$ cat config.mk
export PLATFORM = sky130hd
export DESIGN_NAME = interrupt_msg_cap_header_regs
export DESIGN_NICKNAME = d
export VERILOG_FILES = /design/src/interrupt_msg_cap_header_pkg.sv /design/src/interrupt_msg_cap_header_wb_slave.sv /design/src/interrupt_msg_cap_header_regs.sv
export SDC_FILE = /design/constraint.sdc
export NUM_CORES = 1
export LEC_CHECK = 0
export BUFFER_PORTS_ARGS = -buffer_cell sky130_fd_sc_hd__buf_2
export CAP_MARGIN = 20
export CORE_MARGIN = 2
export CORE_UTILIZATION = 32
export CTS_BUF_LIST = sky130_fd_sc_hd__clkbuf_2
export CTS_CLUSTER_DIAMETER = 40
export DETAILED_ROUTE_END_ITERATION = 10
export PLACE_DENSITY = 0.48
export REMOVE_ABC_BUFFERS = 1
export SETUP_SLACK_MARGIN = 0.02
export SLEW_MARGIN = 5
export SYNTH_ARGS = -nofsm -noshare
export SYNTH_HDL_FRONTEND = slang
export SYNTH_SLANG_ARGS = --single-unit
export TNS_END_PERCENT = 20
$ cat constraint.sdc
create_clock -name clk_sys -period 2.1 [get_ports clk_sys]
set_clock_uncertainty 0.1 [all_clocks]
set_input_delay 0 -clock clk_sys [delete_from_list [all_inputs] [get_ports clk_sys]]
set_output_delay 0 -clock clk_sys [all_outputs]
set_load 0.01 [all_outputs]
$ cat src/interrupt_msg_cap_header_pkg.sv
// interrupt_msg_cap_header_pkg: offsets, field positions, reset values and states for the
// interrupt message and subsystem ident capability register bank.
// assumes a 32-bit classic wishbone slave with byte addresses.
package interrupt_msg_cap_header_pkg;

    // register byte offsets
    localparam logic [11:0] INTERRUPT_MSG_CAP_HEADER_OFS_CAP_HDR   = 12'h0D0;
    localparam logic [11:0] INTERRUPT_MSG_CAP_HEADER_OFS_ADDR_LOW  = 12'h0D4;
    localparam logic [11:0] INTERRUPT_MSG_CAP_HEADER_OFS_ADDR_HIGH = 12'h0D8;
    localparam logic [11:0] INTERRUPT_MSG_CAP_HEADER_OFS_PAYLOAD   = 12'h0DC;
    localparam logic [11:0] INTERRUPT_MSG_CAP_HEADER_OFS_SS_HDR    = 12'h0F0;
    localparam logic [11:0] INTERRUPT_MSG_CAP_HEADER_OFS_SS_CODES  = 12'h0F4;
    localparam logic [11:0] INTERRUPT_MSG_CAP_HEADER_OFS_LOCK      = 12'h0E0;
    localparam logic [11:0] INTERRUPT_MSG_CAP_HEADER_OFS_EVT_STAT  = 12'h0E4;
    localparam logic [11:0] INTERRUPT_MSG_CAP_HEADER_OFS_EVT_CLR   = 12'h0E8;
    localparam logic [11:0] INTERRUPT_MSG_CAP_HEADER_OFS_EVT_EN    = 12'h0EC;

    // fixed field values
    localparam logic [7:0]  INTERRUPT_MSG_CAP_HEADER_CAPABILITY_IDENTIFIER_MSG     = 8'h05;
    localparam logic [7:0]  INTERRUPT_MSG_CAP_HEADER_CAPABILITY_IDENTIFIER_SS      = 8'h0D;
    localparam logic [7:0]  INTERRUPT_MSG_CAP_HEADER_NXT_RST       = 8'h00;
    localparam logic [2:0]  INTERRUPT_MSG_CAP_HEADER_REQ_CNT       = 3'h0;
    localparam logic [2:0]  INTERRUPT_MSG_CAP_HEADER_GRANT_RST     = 3'h0;
    localparam logic        INTERRUPT_MSG_CAP_HEADER_WIDE_CAPABLE  = 1'b1;
    localparam logic [31:0] INTERRUPT_MSG_CAP_HEADER_WORD_RST      = 32'h0000_0000;

    // header field positions
    localparam int          INTERRUPT_MSG_CAP_HEADER_NXT_LSB       = 8;
    localparam int          INTERRUPT_MSG_CAP_HEADER_EN_BIT        = 16;
    localparam int          INTERRUPT_MSG_CAP_HEADER_GRANT_LSB     = 20;

    // event bits
    localparam int          INTERRUPT_MSG_CAP_HEADER_EVT_SENT      = 0;
    localparam int          INTERRUPT_MSG_CAP_HEADER_EVT_DROP      = 1;
    localparam int          INTERRUPT_MSG_CAP_HEADER_EVT_W         = 2;

    // transmit sequencer states
    typedef enum logic [1:0] {
        INTERRUPT_MSG_CAP_HEADER_TX_IDLE,
        INTERRUPT_MSG_CAP_HEADER_TX_SEND
    } interrupt_msg_cap_header_tx_type;

endpackage

$ cat src/interrupt_msg_cap_header_wb_slave.sv
// interrupt_msg_cap_header_wb_slave: classic wishbone handshake, one access per request.
// assumes master holds the request until ack; ack lasts one cycle.
`timescale 1ns/1ps
`default_nettype none
module interrupt_msg_cap_header_wb_slave (
    // clock and reset
    input  wire logic        clk_sys,
    input  wire logic        rst_b,
    // bus request
    input  wire logic        wb_cyc_i,
    input  wire logic        wb_stb_i,
    // access strobe and ack
    output logic             acc_o,
    output logic             wb_ack_o
);
    // ----------------------------------------
    // state
    // ----------------------------------------
    typedef struct packed {
        logic ack;   // ack flop
    } interrupt_msg_cap_header_wbs_type;

    interrupt_msg_cap_header_wbs_type st_r;
    interrupt_msg_cap_header_wbs_type st_nxt;

    // ack one cycle after request, then drop
    always_comb begin
        st_nxt     = st_r;
        st_nxt.ack = wb_cyc_i & wb_stb_i & ~st_r.ack;
    end

    // register the state
    always_ff @(posedge clk_sys or negedge rst_b) begin
        if (!rst_b) begin
            st_r <= '0;
        end else begin
            st_r <= st_nxt;
        end
    end

    assign acc_o    = st_nxt.ack;
    assign wb_ack_o = st_r.ack;
endmodule
`default_nettype wire

$ cat src/interrupt_msg_cap_header_regs.sv
// interrupt_msg_cap_header_regs: interrupt message capability and subsystem ident registers
// of one switch port, plus the memory write request that signals one.
// assumes the port's transaction layer takes the request over valid/ready.
// assumes software keeps the message address routed toward upstream.
// assumes one clock; every input comes from logic on clk_sys.
// assumes the granted count never changes behaviour: one message only.
//
// Summary of operation
// - message capability id reads 0x05
// - message next pointer defaults zero
// - enable bit read-write, resets zero
// - requested count zero; granted count resets zero
// - wide address capable bit reads one
// - low address dword aligned, bits 1:0 zero
// - interrupt writes always leave upstream port
// - nonzero high address gives 64-bit write
// - zero high address gives 32-bit write
// - payload low sixteen bits, upper zero
// - subsystem capability id reads 0x0D
// - subsystem next pointer defaults zero, upper reserved
// - card vendor and product codes lockable
`timescale 1ns/1ps
`default_nettype none
module interrupt_msg_cap_header_regs
    import interrupt_msg_cap_header_pkg::*;
(
    // clock and reset
    input  wire logic        clk_sys,
    input  wire logic        rst_b,
    // wishbone slave
    input  wire logic        wb_cyc_i,
    input  wire logic        wb_stb_i,
    input  wire logic        wb_we_i,
    input  wire logic [11:0] wb_adr_i,
    input  wire logic [3:0]  wb_sel_i,
    input  wire logic [31:0] wb_dat_i,
    output logic      [31:0] wb_dat_o,
    output logic             wb_ack_o,
    // interrupt request from port logic
    input  wire logic        msg_req,
    // memory write request to upstream port
    output logic             mwr_valid,
    input  wire logic        mwr_ready,
    output logic      [63:0] mwr_addr,
    output logic             mwr_wide,
    output logic      [31:0] mwr_data,
    output logic             mwr_upstream,
    // event interrupt
    output logic             irq
);
    // ----------------------------------------
    // state
    // ----------------------------------------
    typedef struct packed {
        // message capability fields
        logic                  enable;      // message enable
        logic [2:0]            granted_msg_count; // storage only
        logic [7:0]            msg_next_ptr; // lockable link
        // message address and payload
        logic [29:0]           addr_low;    // address bits 31:2
        logic [31:0]           addr_high;   // zero means narrow write
        logic [15:0]           payload_low_half; // low payload half
        // subsystem ident fields
        logic [7:0]            ss_next_ptr; // lockable link
        logic [15:0]           card_vendor_code;  // lockable
        logic [15:0]           card_product_code; // lockable
        logic                  lock;        // write lock for lockable fields
        // event status and enable
        logic [INTERRUPT_MSG_CAP_HEADER_EVT_W-1:0] evt_stat;  // sticky status
        logic [INTERRUPT_MSG_CAP_HEADER_EVT_W-1:0] evt_en;    // per event enable
        // transmit side
        logic                  pending;     // request seen, not yet sent
        interrupt_msg_cap_header_tx_type         tx;          // sequencer state
        logic                  mwr_valid;   // request to upstream
        logic [63:0]           mwr_addr;    // snapshot at launch
        logic                  mwr_wide;    // snapshot at launch
        logic [31:0]           mwr_data;    // snapshot at launch
        // bus side
        logic [31:0]           rdata;       // read data, ack cycle only
        logic                  irq;         // event interrupt flop
    } interrupt_msg_cap_header_st_type;

    interrupt_msg_cap_header_st_type st_r;
    interrupt_msg_cap_header_st_type st_nxt;

    // ----------------------------------------
    // per-cycle strobes
    // ----------------------------------------
    logic          acc;       // read taken this cycle
    logic          wr;        // write lands this cycle
    logic [31:0]   bmask;     // byte lane mask
    logic [31:0]   rd_word;   // read mux
    logic [INTERRUPT_MSG_CAP_HEADER_EVT_W-1:0] evt_set; // events raised this cycle
    logic [INTERRUPT_MSG_CAP_HEADER_EVT_W-1:0] evt_clr; // clears written this cycle

    // ----------------------------------------
    // bus handshake
    // ----------------------------------------
    // ack one cycle after the request is first seen
    interrupt_msg_cap_header_wb_slave u_wbs (
        .clk_sys  (clk_sys),
        .rst_b    (rst_b),
        .wb_cyc_i (wb_cyc_i),
        .wb_stb_i (wb_stb_i),
        .acc_o    (acc),
        .wb_ack_o (wb_ack_o)
    );

    // a write lands at the edge where the master samples ack high,
    // while address, lanes and data still stand; reads are taken one
    // edge earlier so the registered data stands in the ack cycle
    assign wr = wb_ack_o & wb_cyc_i & wb_stb_i & wb_we_i;

    // byte lane mask from sel
    // one lane of eight bits per sel bit
    genvar gi;
    generate
        for (gi = 0; gi < 4; gi++) begin : g_lane
            assign bmask[gi*8 +: 8] = {8{wb_sel_i[gi]}};
        end
    endgenerate

    // merge write data into an old word
    // bytes with sel low keep their old value
    function automatic logic [31:0] merge(input logic [31:0] old_v, input logic [31:0] msk,
                                          input logic [31:0] new_v);
        merge = (old_v & ~msk) | (new_v & msk);
    endfunction

    // ----------------------------------------
    // read mux
    // ----------------------------------------
    always_comb begin
        rd_word = INTERRUPT_MSG_CAP_HEADER_WORD_RST;
        case (wb_adr_i)
            // fixed header fields
            // read-only values come from the package
            INTERRUPT_MSG_CAP_HEADER_OFS_CAP_HDR: begin
                rd_word = {8'h00, INTERRUPT_MSG_CAP_HEADER_WIDE_CAPABLE, st_r.granted_msg_count, INTERRUPT_MSG_CAP_HEADER_REQ_CNT,
                           st_r.enable, st_r.msg_next_ptr, INTERRUPT_MSG_CAP_HEADER_CAPABILITY_IDENTIFIER_MSG};
            end
            INTERRUPT_MSG_CAP_HEADER_OFS_ADDR_LOW:  rd_word = {st_r.addr_low, 2'b00};
            // full high address word
            INTERRUPT_MSG_CAP_HEADER_OFS_ADDR_HIGH: rd_word = st_r.addr_high;
            INTERRUPT_MSG_CAP_HEADER_OFS_PAYLOAD:   rd_word = {16'h0000, st_r.payload_low_half};
            INTERRUPT_MSG_CAP_HEADER_OFS_SS_HDR:    rd_word = {16'h0000, st_r.ss_next_ptr, INTERRUPT_MSG_CAP_HEADER_CAPABILITY_IDENTIFIER_SS};
            // product code high, vendor code low
            INTERRUPT_MSG_CAP_HEADER_OFS_SS_CODES:  rd_word = {st_r.card_product_code, st_r.card_vendor_code};
            // lock flag in bit 0
            INTERRUPT_MSG_CAP_HEADER_OFS_LOCK:      rd_word = {31'h0, st_r.lock};
            // sticky status and its enables
            INTERRUPT_MSG_CAP_HEADER_OFS_EVT_STAT:  rd_word = {30'h0, st_r.evt_stat};
            INTERRUPT_MSG_CAP_HEADER_OFS_EVT_EN:    rd_word = {30'h0, st_r.evt_en};
            default:              rd_word = INTERRUPT_MSG_CAP_HEADER_WORD_RST; // unmapped reads zero
        endcase
    end

    // ----------------------------------------
    // next state
    // ----------------------------------------
    always_comb begin
        logic [31:0] w;
        w       = INTERRUPT_MSG_CAP_HEADER_WORD_RST;
        st_nxt  = st_r;
        evt_set = '0;
        evt_clr = '0;

        // ----------------------------------------
        // register writes
        // ----------------------------------------
        if (wr) begin
            case (wb_adr_i)
                INTERRUPT_MSG_CAP_HEADER_OFS_CAP_HDR: begin
                    // old word with fixed fields zeroed, lanes merged in
                    w = merge({8'h00, 1'b0, st_r.granted_msg_count, 3'h0, st_r.enable,
                               st_r.msg_next_ptr, 8'h00}, bmask, wb_dat_i);
                    st_nxt.enable            = w[INTERRUPT_MSG_CAP_HEADER_EN_BIT];
                    // granted count storage, never changes behaviour
                    st_nxt.granted_msg_count = w[INTERRUPT_MSG_CAP_HEADER_GRANT_LSB +: 3];
                    if (!st_r.lock) begin
                        // unlocked: software may relink the list
                        st_nxt.msg_next_ptr = w[INTERRUPT_MSG_CAP_HEADER_NXT_LSB +: 8];
                    end
                end
                INTERRUPT_MSG_CAP_HEADER_OFS_ADDR_LOW: begin
                    w = merge({st_r.addr_low, 2'b00}, bmask, wb_dat_i);
                    st_nxt.addr_low = w[31:2];
                end
                INTERRUPT_MSG_CAP_HEADER_OFS_ADDR_HIGH: begin
                    // every bit writable
                    st_nxt.addr_high = merge(st_r.addr_high, bmask, wb_dat_i);
                end
                INTERRUPT_MSG_CAP_HEADER_OFS_PAYLOAD: begin
                    w = merge({16'h0000, st_r.payload_low_half}, bmask, wb_dat_i);
                    st_nxt.payload_low_half = w[15:0];
                end
                INTERRUPT_MSG_CAP_HEADER_OFS_SS_HDR: begin
                    w = merge({16'h0000, st_r.ss_next_ptr, 8'h00}, bmask, wb_dat_i);
                    if (!st_r.lock) begin
                        st_nxt.ss_next_ptr = w[INTERRUPT_MSG_CAP_HEADER_NXT_LSB +: 8];
                    end
                end
                INTERRUPT_MSG_CAP_HEADER_OFS_SS_CODES: begin
                    w = merge({st_r.card_product_code, st_r.card_vendor_code}, bmask, wb_dat_i);
                    if (!st_r.lock) begin
                        st_nxt.card_vendor_code  = w[15:0];
                        st_nxt.card_product_code = w[31:16];
                    end
                end
                INTERRUPT_MSG_CAP_HEADER_OFS_LOCK: begin
                    // bit 0 locks next pointers and codes
                    if (wb_sel_i[0]) begin
                        st_nxt.lock = wb_dat_i[0];
                    end
                end
                INTERRUPT_MSG_CAP_HEADER_OFS_EVT_CLR: begin
                    // write one to clear, reads back zero
                    if (wb_sel_i[0]) begin
                        evt_clr = wb_dat_i[INTERRUPT_MSG_CAP_HEADER_EVT_W-1:0];
                    end
                end
                INTERRUPT_MSG_CAP_HEADER_OFS_EVT_EN: begin
                    // events allowed to raise irq
                    if (wb_sel_i[0]) begin
                        st_nxt.evt_en = wb_dat_i[INTERRUPT_MSG_CAP_HEADER_EVT_W-1:0];
                    end
                end
                default: begin
                    // unmapped writes dropped
                    // the access is still acked
                end
            endcase
        end

        // ----------------------------------------
        // interrupt request capture
        // ----------------------------------------
        if (msg_req) begin
            if (st_r.enable) begin
                // coalesces with a request already pending
                st_nxt.pending = 1'b1;
            end else begin
                // disabled: only log the drop
                evt_set[INTERRUPT_MSG_CAP_HEADER_EVT_DROP] = 1'b1;
            end
        end

        // ----------------------------------------
        // transmit sequencer
        // ----------------------------------------
        case (st_r.tx)
            INTERRUPT_MSG_CAP_HEADER_TX_IDLE: begin
                if (st_r.pending && st_r.enable) begin
                    // a request in the launch cycle stays pending
                    st_nxt.pending   = msg_req;
                    st_nxt.mwr_valid = 1'b1;
                    st_nxt.mwr_wide  = (st_r.addr_high != 32'h0000_0000);
                    st_nxt.mwr_addr  = {st_r.addr_high, st_r.addr_low, 2'b00};
                    st_nxt.mwr_data  = {16'h0000, st_r.payload_low_half};
                    st_nxt.tx        = INTERRUPT_MSG_CAP_HEADER_TX_SEND;
                end
            end
            INTERRUPT_MSG_CAP_HEADER_TX_SEND: begin
                // hold until accepted
                if (mwr_ready) begin
                    // taken: drop valid and log the send
                    st_nxt.mwr_valid = 1'b0;
                    st_nxt.tx        = INTERRUPT_MSG_CAP_HEADER_TX_IDLE;
                    evt_set[INTERRUPT_MSG_CAP_HEADER_EVT_SENT] = 1'b1;
                end
            end
            default: begin
                // stray encoding: back to idle, nothing sent
                st_nxt.mwr_valid = 1'b0;
                st_nxt.tx        = INTERRUPT_MSG_CAP_HEADER_TX_IDLE;
            end
        endcase

        // ----------------------------------------
        // sticky events, set wins over clear
        // ----------------------------------------
        // an event in the clear cycle is kept, never lost
        // irq from the next state, so it lags status by nothing
        st_nxt.evt_stat = (st_r.evt_stat & ~evt_clr) | evt_set;
        st_nxt.irq      = |(st_nxt.evt_stat & st_nxt.evt_en);

        // read data for the ack cycle
        st_nxt.rdata = (acc && !wb_we_i) ? rd_word : INTERRUPT_MSG_CAP_HEADER_WORD_RST;
    end

    // ----------------------------------------
    // registers
    // ----------------------------------------
    // async reset to the documented defaults, sequencer idle
    always_ff @(posedge clk_sys or negedge rst_b) begin
        if (!rst_b) begin
            st_r                   <= '0;
            st_r.granted_msg_count <= INTERRUPT_MSG_CAP_HEADER_GRANT_RST;
            st_r.msg_next_ptr      <= INTERRUPT_MSG_CAP_HEADER_NXT_RST;
            st_r.ss_next_ptr       <= INTERRUPT_MSG_CAP_HEADER_NXT_RST;
            st_r.tx                <= INTERRUPT_MSG_CAP_HEADER_TX_IDLE;
        end else begin
            st_r <= st_nxt;
        end
    end

    // ----------------------------------------
    // outputs
    // ----------------------------------------
    // every output is a plain state flop
    assign wb_dat_o     = st_r.rdata;
    assign mwr_valid    = st_r.mwr_valid;
    assign mwr_addr     = st_r.mwr_addr;
    assign mwr_wide     = st_r.mwr_wide;
    assign mwr_data     = st_r.mwr_data;
    assign mwr_upstream = st_r.mwr_valid;
    assign irq          = st_r.irq;
endmodule
`default_nettype wire

; Word level (Yosys, flattened, before mapping)
; Index checks and enable logic that the tools add are counted.
[word_totals]
output_inout_bits = 133
ff_bits = 252
in_bits = 55
[op_classes]
n_eq_ne = 13
n_reduce_logical = 16
muxes = 18
bitwise = 25
[ops]
columns = cell, n
row1 = $pmux W32 S9, 1
row2 = $and A32 B32 Y32, 4
row3 = $eq A12 B8 Y1 const B, 10
row4 = $mux W101, 1
row5 = $or A32 B32 Y32, 3
row6 = $and A16 B16 Y16, 2
row7 = $mux W32, 1
row8 = $not A32 Y32, 1
row9 = $or A16 B16 Y16, 2
row10 = $reduce_bool A32 Y1, 1
row11 = $and A23 B23 Y23, 1
row12 = $or A23 B23 Y23, 1
row13 = $mux W2, 6
row14 = $reduce_and A2 Y1, 6
row15 = $reduce_and A3 Y1, 4
row16 = $mux W1, 7
row17 = $pmux W3 S2, 1
row18 = $and A1 B1 Y1, 5
row19 = $and A2 B2 Y2, 2
row20 = $ne A2 B2 Y1 const B, 2
row21 = $mux W3, 1
row22 = $eq A2 B1 Y1 const B, 1
row23 = $logic_and A1 B1 Y1, 2
row24 = $logic_not A2 Y1, 1
row25 = other kinds (5), 6

; Longest topological paths before layout
[depth]
ltp_word = 9
ltp_mapped = 8
depth_no_buf = 5

; Modules after synthesis
; A second synthesis with hierarchy kept.
[hier_totals]
hier_cells = 859
hier_area_um2 = 11474.8
[modules_own_cells]
columns = module, area_each_um2, cells_per_inst, n_inst, seq_area_each_um2
row1 = interrupt_msg_cap_header_regs, 11441.0, 857, 1, 6231.0
row2 = interrupt_msg_cap_header_wb_slave, 33.8, 2, 1, 25.0

; Least setup slack after synthesis
; OpenSTA, ideal clock, no wires.
[synth_timing]
path_kind = register to register
startpoint = reg u_wbs.st_r (netlist: u_wbs.wb_ack_o)
endpoint = reg st_r[179] (netlist bit)
arrival_ps = 1665
path_stages_with_launch = 5
setup_time_ps = 125
required_ps = 1875
path_buffers = 0
setup_slack_ps = 210
cell_sequence = dfrtp_1 -> and4_1 -> nand2_1 -> nor3_2 -> mux2_2
[synth_between]
elab_chain_cells = 4
[synth_rtl]
columns = item, line
row1 = "start, declared", interrupt_msg_cap_header_wb_slave.sv:23  ; interrupt_msg_cap_header_wbs_type st_r;
row2 = "start signal, assigned", interrupt_msg_cap_header_wb_slave.sv:37  ; st_r <= st_nxt;
row3 = $and A1 B1 Y1 (3 in series), interrupt_msg_cap_header_regs.sv:112  ; assign wr = wb_ack_o & wb_cyc_i & wb_stb_i & wb_we_i;
row4 = $reduce_and A2 Y1 (no line), -
row5 = "end signal, assigned", interrupt_msg_cap_header_regs.sv:303  ; st_r <= st_nxt;
row6 = "end, declared", interrupt_msg_cap_header_regs.sv:83  ; interrupt_msg_cap_header_st_type st_r;
; Every way passes these cells.
; A chain may end at the register's enable or synchronous reset.

; Worst setup path after layout
[layout_timing]
startpoint = in wb_adr_i[5]
endpoint = reg st_r[186] (netlist bit)
[layout_between]
elab_chain_cells = 2
[layout_rtl]
columns = item, line
row1 = "start, declared", interrupt_msg_cap_header_regs.sv:34  ; input wire logic [11:0] wb_adr_i,
row2 = $eq A12 B8 Y1, interrupt_msg_cap_header_regs.sv:172  ; case (wb_adr_i)
row3 = $reduce_and A2 Y1 (no line), -
; Every way passes these cells.

==> summary.txt <==
Outcome
  • Run status: finished clean

Setup path
  • Worst r2r src: u_wbs.wb_ack_o
  • Kind of end point of the critical path: register
  • Critical path peak fanout: 8
  • Sort of element at the start of the critical path: input port
  • Worst reg-to-reg path cell count: 5
  • CP Data Arrival Time: 2600 ps
  • Kind of critical path: in -> reg
  • Required time of the critical path: 2660 ps
  • Source of the critical timing path: wb_adr_i[5]
  • R2R Setup Slk: 190 ps
  • End point of the critical path: st_r[186]
  • Reg-to-Reg End: st_r[186]

Yosys
  • Synthesized area: 0.0114 mm^2
  • Post-synth EDFFs: 0
  • Post-synthesis sequential area ratio: 54.8%
  • Post-synth ARST share: 100%
  • Count of unique library cells instantiated by Yosys: 47
  • Dominant register cell in the synthesized netlist: sky130_fd_sc_hd__dfrtp_1
  • Number of instances in the synthesized netlist: 865
  • Number of synthesized register bits: 250
  • Number of warning messages in the yosys log: 0
  • Syn_area_per_cell: 13.2 um^2

Timing
  • RSZ-0062 raised after global routing: true
  • Final setup viols: 0
  • Highest achievable clock rate: 491 MHz
  • Fin Hold WS: 61.2 ps
  • Headroom to the max-slew limit: 49.2%
  • Final period demand of the worst path: 2040 ps
  • Period Utilization, post-route: 97.0%
  • Hold Fails Final Rpt: 0
  • Pins Over Slew Limit: 0
  • Actual transition at the worst max-transition pin: 755 ps

Clock tree
  • # H-tree levels: 3
  • Source-to-sink clock delay at the later pin of the worst-skew pair: 830 ps
  • CTS tree: done
  • Clock-pin slew on the worst setup and hold paths: 90 ps
  • Number of buffers between clock root and the deepest sink: 3
  • CTS root buffer: sky130_fd_sc_hd__clkbuf_2
  • Clock net sink count: 250
  • TritonCTS buffer count: 69

Pwr
  • Standby leakage power: 7.44 nW
  • Worst VDD drop: 0.429 mV
  • Power per unit of standard cell area: 665 mW/mm^2
  • Final Power: 9.52 mW

Cells and area
  • Total Nets Final: 1,194
  • Fraction of layout cells with a size suffix above 1: 50.0%
  • Layout area overhead: 25.2%

Floorplan
  • Core Region: 0.0354 mm^2
  • Die width: 193 um
  • Starting density of the core: 32.3%
  • Vertical extent of the die: 193 um
  • Num rows: 69
  • Number of top-level pins: 188
  • Full die area: 0.0372 mm^2

Global routing
  • Number of antenna violations at the first check in global routing: 4
  • Global route total overflow: 0
  • Number of global-route vias before repair: 8,139
  • All-layer global routing usage: 17.1%
  • Global-route wire length before repair: 47,900 um
  • Largest net degree at the start of global routing: 66

Route
  • Average wire per cell in the routed design: 19.0 um
  • Number of nets with antenna violations after routing: 0
  • Routed vias/inst: 4.62
  • DRC violations left: 0
  • Total vias in the final route: 7,621
  • Pre-antenna DRT Iters: 4
  • Routed wl met3: 1590 um
  • Number of violations reported at the end of detailed-routing iteration 0: 285
  • Wl on met1: 14,500 um
  • Top layer reached by signal wires: met4
  • DR WL met2: 14,700 um
  • Total wire length after detailed routing: 31,400 um

Placed design
  • Port-buffer cells: 169
  • Routability congestion estimate: 0.828
  • Detailed Place HPWL: 21,700 um

Min path
  • Class of the worst hold path: in -> reg

Flow run
  • Number of violations of the max-capacitance limit: 0
==> cell families after synthesis <==
kind of cell	count (synthesis)	share of synthesized area, %
multiplexers	233	23.1
AND/OR/NAND/NOR	128	6.93
other	1	0.0328
AO/OA/AOI/OAI	85	5.17
buffers and inverters	168	9.94
flip-flops	250	54.8
==> power by group <==
group | leakage, nW | total [mW] | internal (mW) | switching, mW
Clock | 0.490 | 3.54 | 1.56 | 1.98
Sequential | 3.47 | 4.85 | 4.83 | 0.0218
Combinational | 3.48 | 1.13 | 0.498 | 0.633
==> cell usage after synthesis, drive strengths merged, types with 9 or more instances <==
library cell    n  area, um^2
nor4            9        62.6
nand2          32         120
clkbuf         17        63.8
nor2           36         168
a22oi          21         158
buf           143        1040
dfrtp         250        6260
a22o            9        78.8
a2bb2oi        12         105
nor3           12         165
a21oi          14        70.1
mux2          219        2470
mux2i          11         110
nand3          13        82.6
o21ai          19        95.1
==> sequential cells by signal, summed over array words and instances (netlist names) <==
name	flops
u_wbs.wb_ack_o	1
irq	1
mwr_wide	1
mwr_data	16
st_r	137
wb_dat_o	32
mwr_addr	62
==> stage by stage <==
| stage | setup WS [ps] | cells | TNS, ps | util, % | area (um^2) |
|---|---|---|---|---|---|
| 2_1_floorplan | -1370 | 722 | -126370 | - | 10400 |
| 3_3_place_gp | 158 | 1422 | 0 | 35.5 | 12600 |
| 3_5_place_dp | 158 | 1422 | 0 | 35.5 | 12600 |
| 4_1_cts | 20.5 | 1647 | 0 | 40.4 | 14300 |
| 5_1_grt | 14.2 | 1648 | 0 | 40.4 | 14300 |
| 6_report | 62.7 | 1649 | 0 | 40.4 | 14300 |
==> worst max-delay path, cell delays in order <==
cell and delay, ps:
sky130_fd_sc_hd__dlygate4sd3_1 530, sky130_fd_sc_hd__buf_2 170, sky130_fd_sc_hd__and2b_1 220, sky130_fd_sc_hd__nand4_1 90, sky130_fd_sc_hd__dlygate4sd3_1 590, sky130_fd_sc_hd__buf_4 200, sky130_fd_sc_hd__nor3_2 260, sky130_fd_sc_hd__buf_4 200
sky130_fd_sc_hd__mux2_2 340
==> cell usage in the layout (no fill, tap or decap), types with 4 or more instances in the layout <==
master and n:
sky130_fd_sc_hd__a21oi_1 14, sky130_fd_sc_hd__a22o_1 9, sky130_fd_sc_hd__a22oi_1 21, sky130_fd_sc_hd__a2bb2oi_1 12, sky130_fd_sc_hd__a32oi_1 4, sky130_fd_sc_hd__buf_12 17
sky130_fd_sc_hd__buf_2 167, sky130_fd_sc_hd__buf_4 54, sky130_fd_sc_hd__clkbuf_2 106, sky130_fd_sc_hd__clkinv_1 6, sky130_fd_sc_hd__conb_1 18, sky130_fd_sc_hd__dfrtp_1 250
sky130_fd_sc_hd__dlygate4sd3_1 106, sky130_fd_sc_hd__inv_1 8, sky130_fd_sc_hd__mux2_2 216, sky130_fd_sc_hd__mux2i_1 11, sky130_fd_sc_hd__nand2_1 32, sky130_fd_sc_hd__nand3_1 10
sky130_fd_sc_hd__nand4_1 6, sky130_fd_sc_hd__nor2_1 31, sky130_fd_sc_hd__nor2_4 4, sky130_fd_sc_hd__nor3_4 9, sky130_fd_sc_hd__nor4_1 8, sky130_fd_sc_hd__o21ai_0 19
==> how the worst min path moves through the flow <==
stage | start | end | slack (ps) | depth (start not counted)
after global placement | rst_b | mwr_addr[25] | -130 | 1
after global routing | wb_dat_i[1] | st_r[137] | 30 | 5
after floorplan | rst_b | irq | -400 | 0
after CTS | wb_adr_i[2] | wb_dat_o[23] | 10 | 7
final | wb_adr_i[2] | wb_dat_o[23] | 60 | 7
after detailed placement | rst_b | mwr_addr[25] | -130 | 1
==> final cells by class <==
class                      instances  area, um^2
sequential                       250        6260
clock buffer                     106         531
fill                            3516       21100
clock inverter                    11        95.1
multi-input combinational        464        4120
timing repair buffer             346        2690
tap                              461         577
antenna                            3        7.51
inverter                           8        30.0
==> what timing repair did <==
item	in CTS	in global routing
resized for setup	0	4
buffers inserted	0	0
endpoints found under the hold margin	421	0
setup endpoints to repair	0	69
hold buffers	108	0
==> per-layer routing <==
| metal | global-route usage, % | up-vias |
|---|---|---|
| met2 | 27.1 | 194 |
| li1 | - | 3534 |
| met4 | 5.71 | 0 |
| met1 | 23.3 | 3848 |
| met5 | 0 | - |
| met3 | 3.80 | 45 |
No activity file was read; power rests on OpenSTA's default activity.
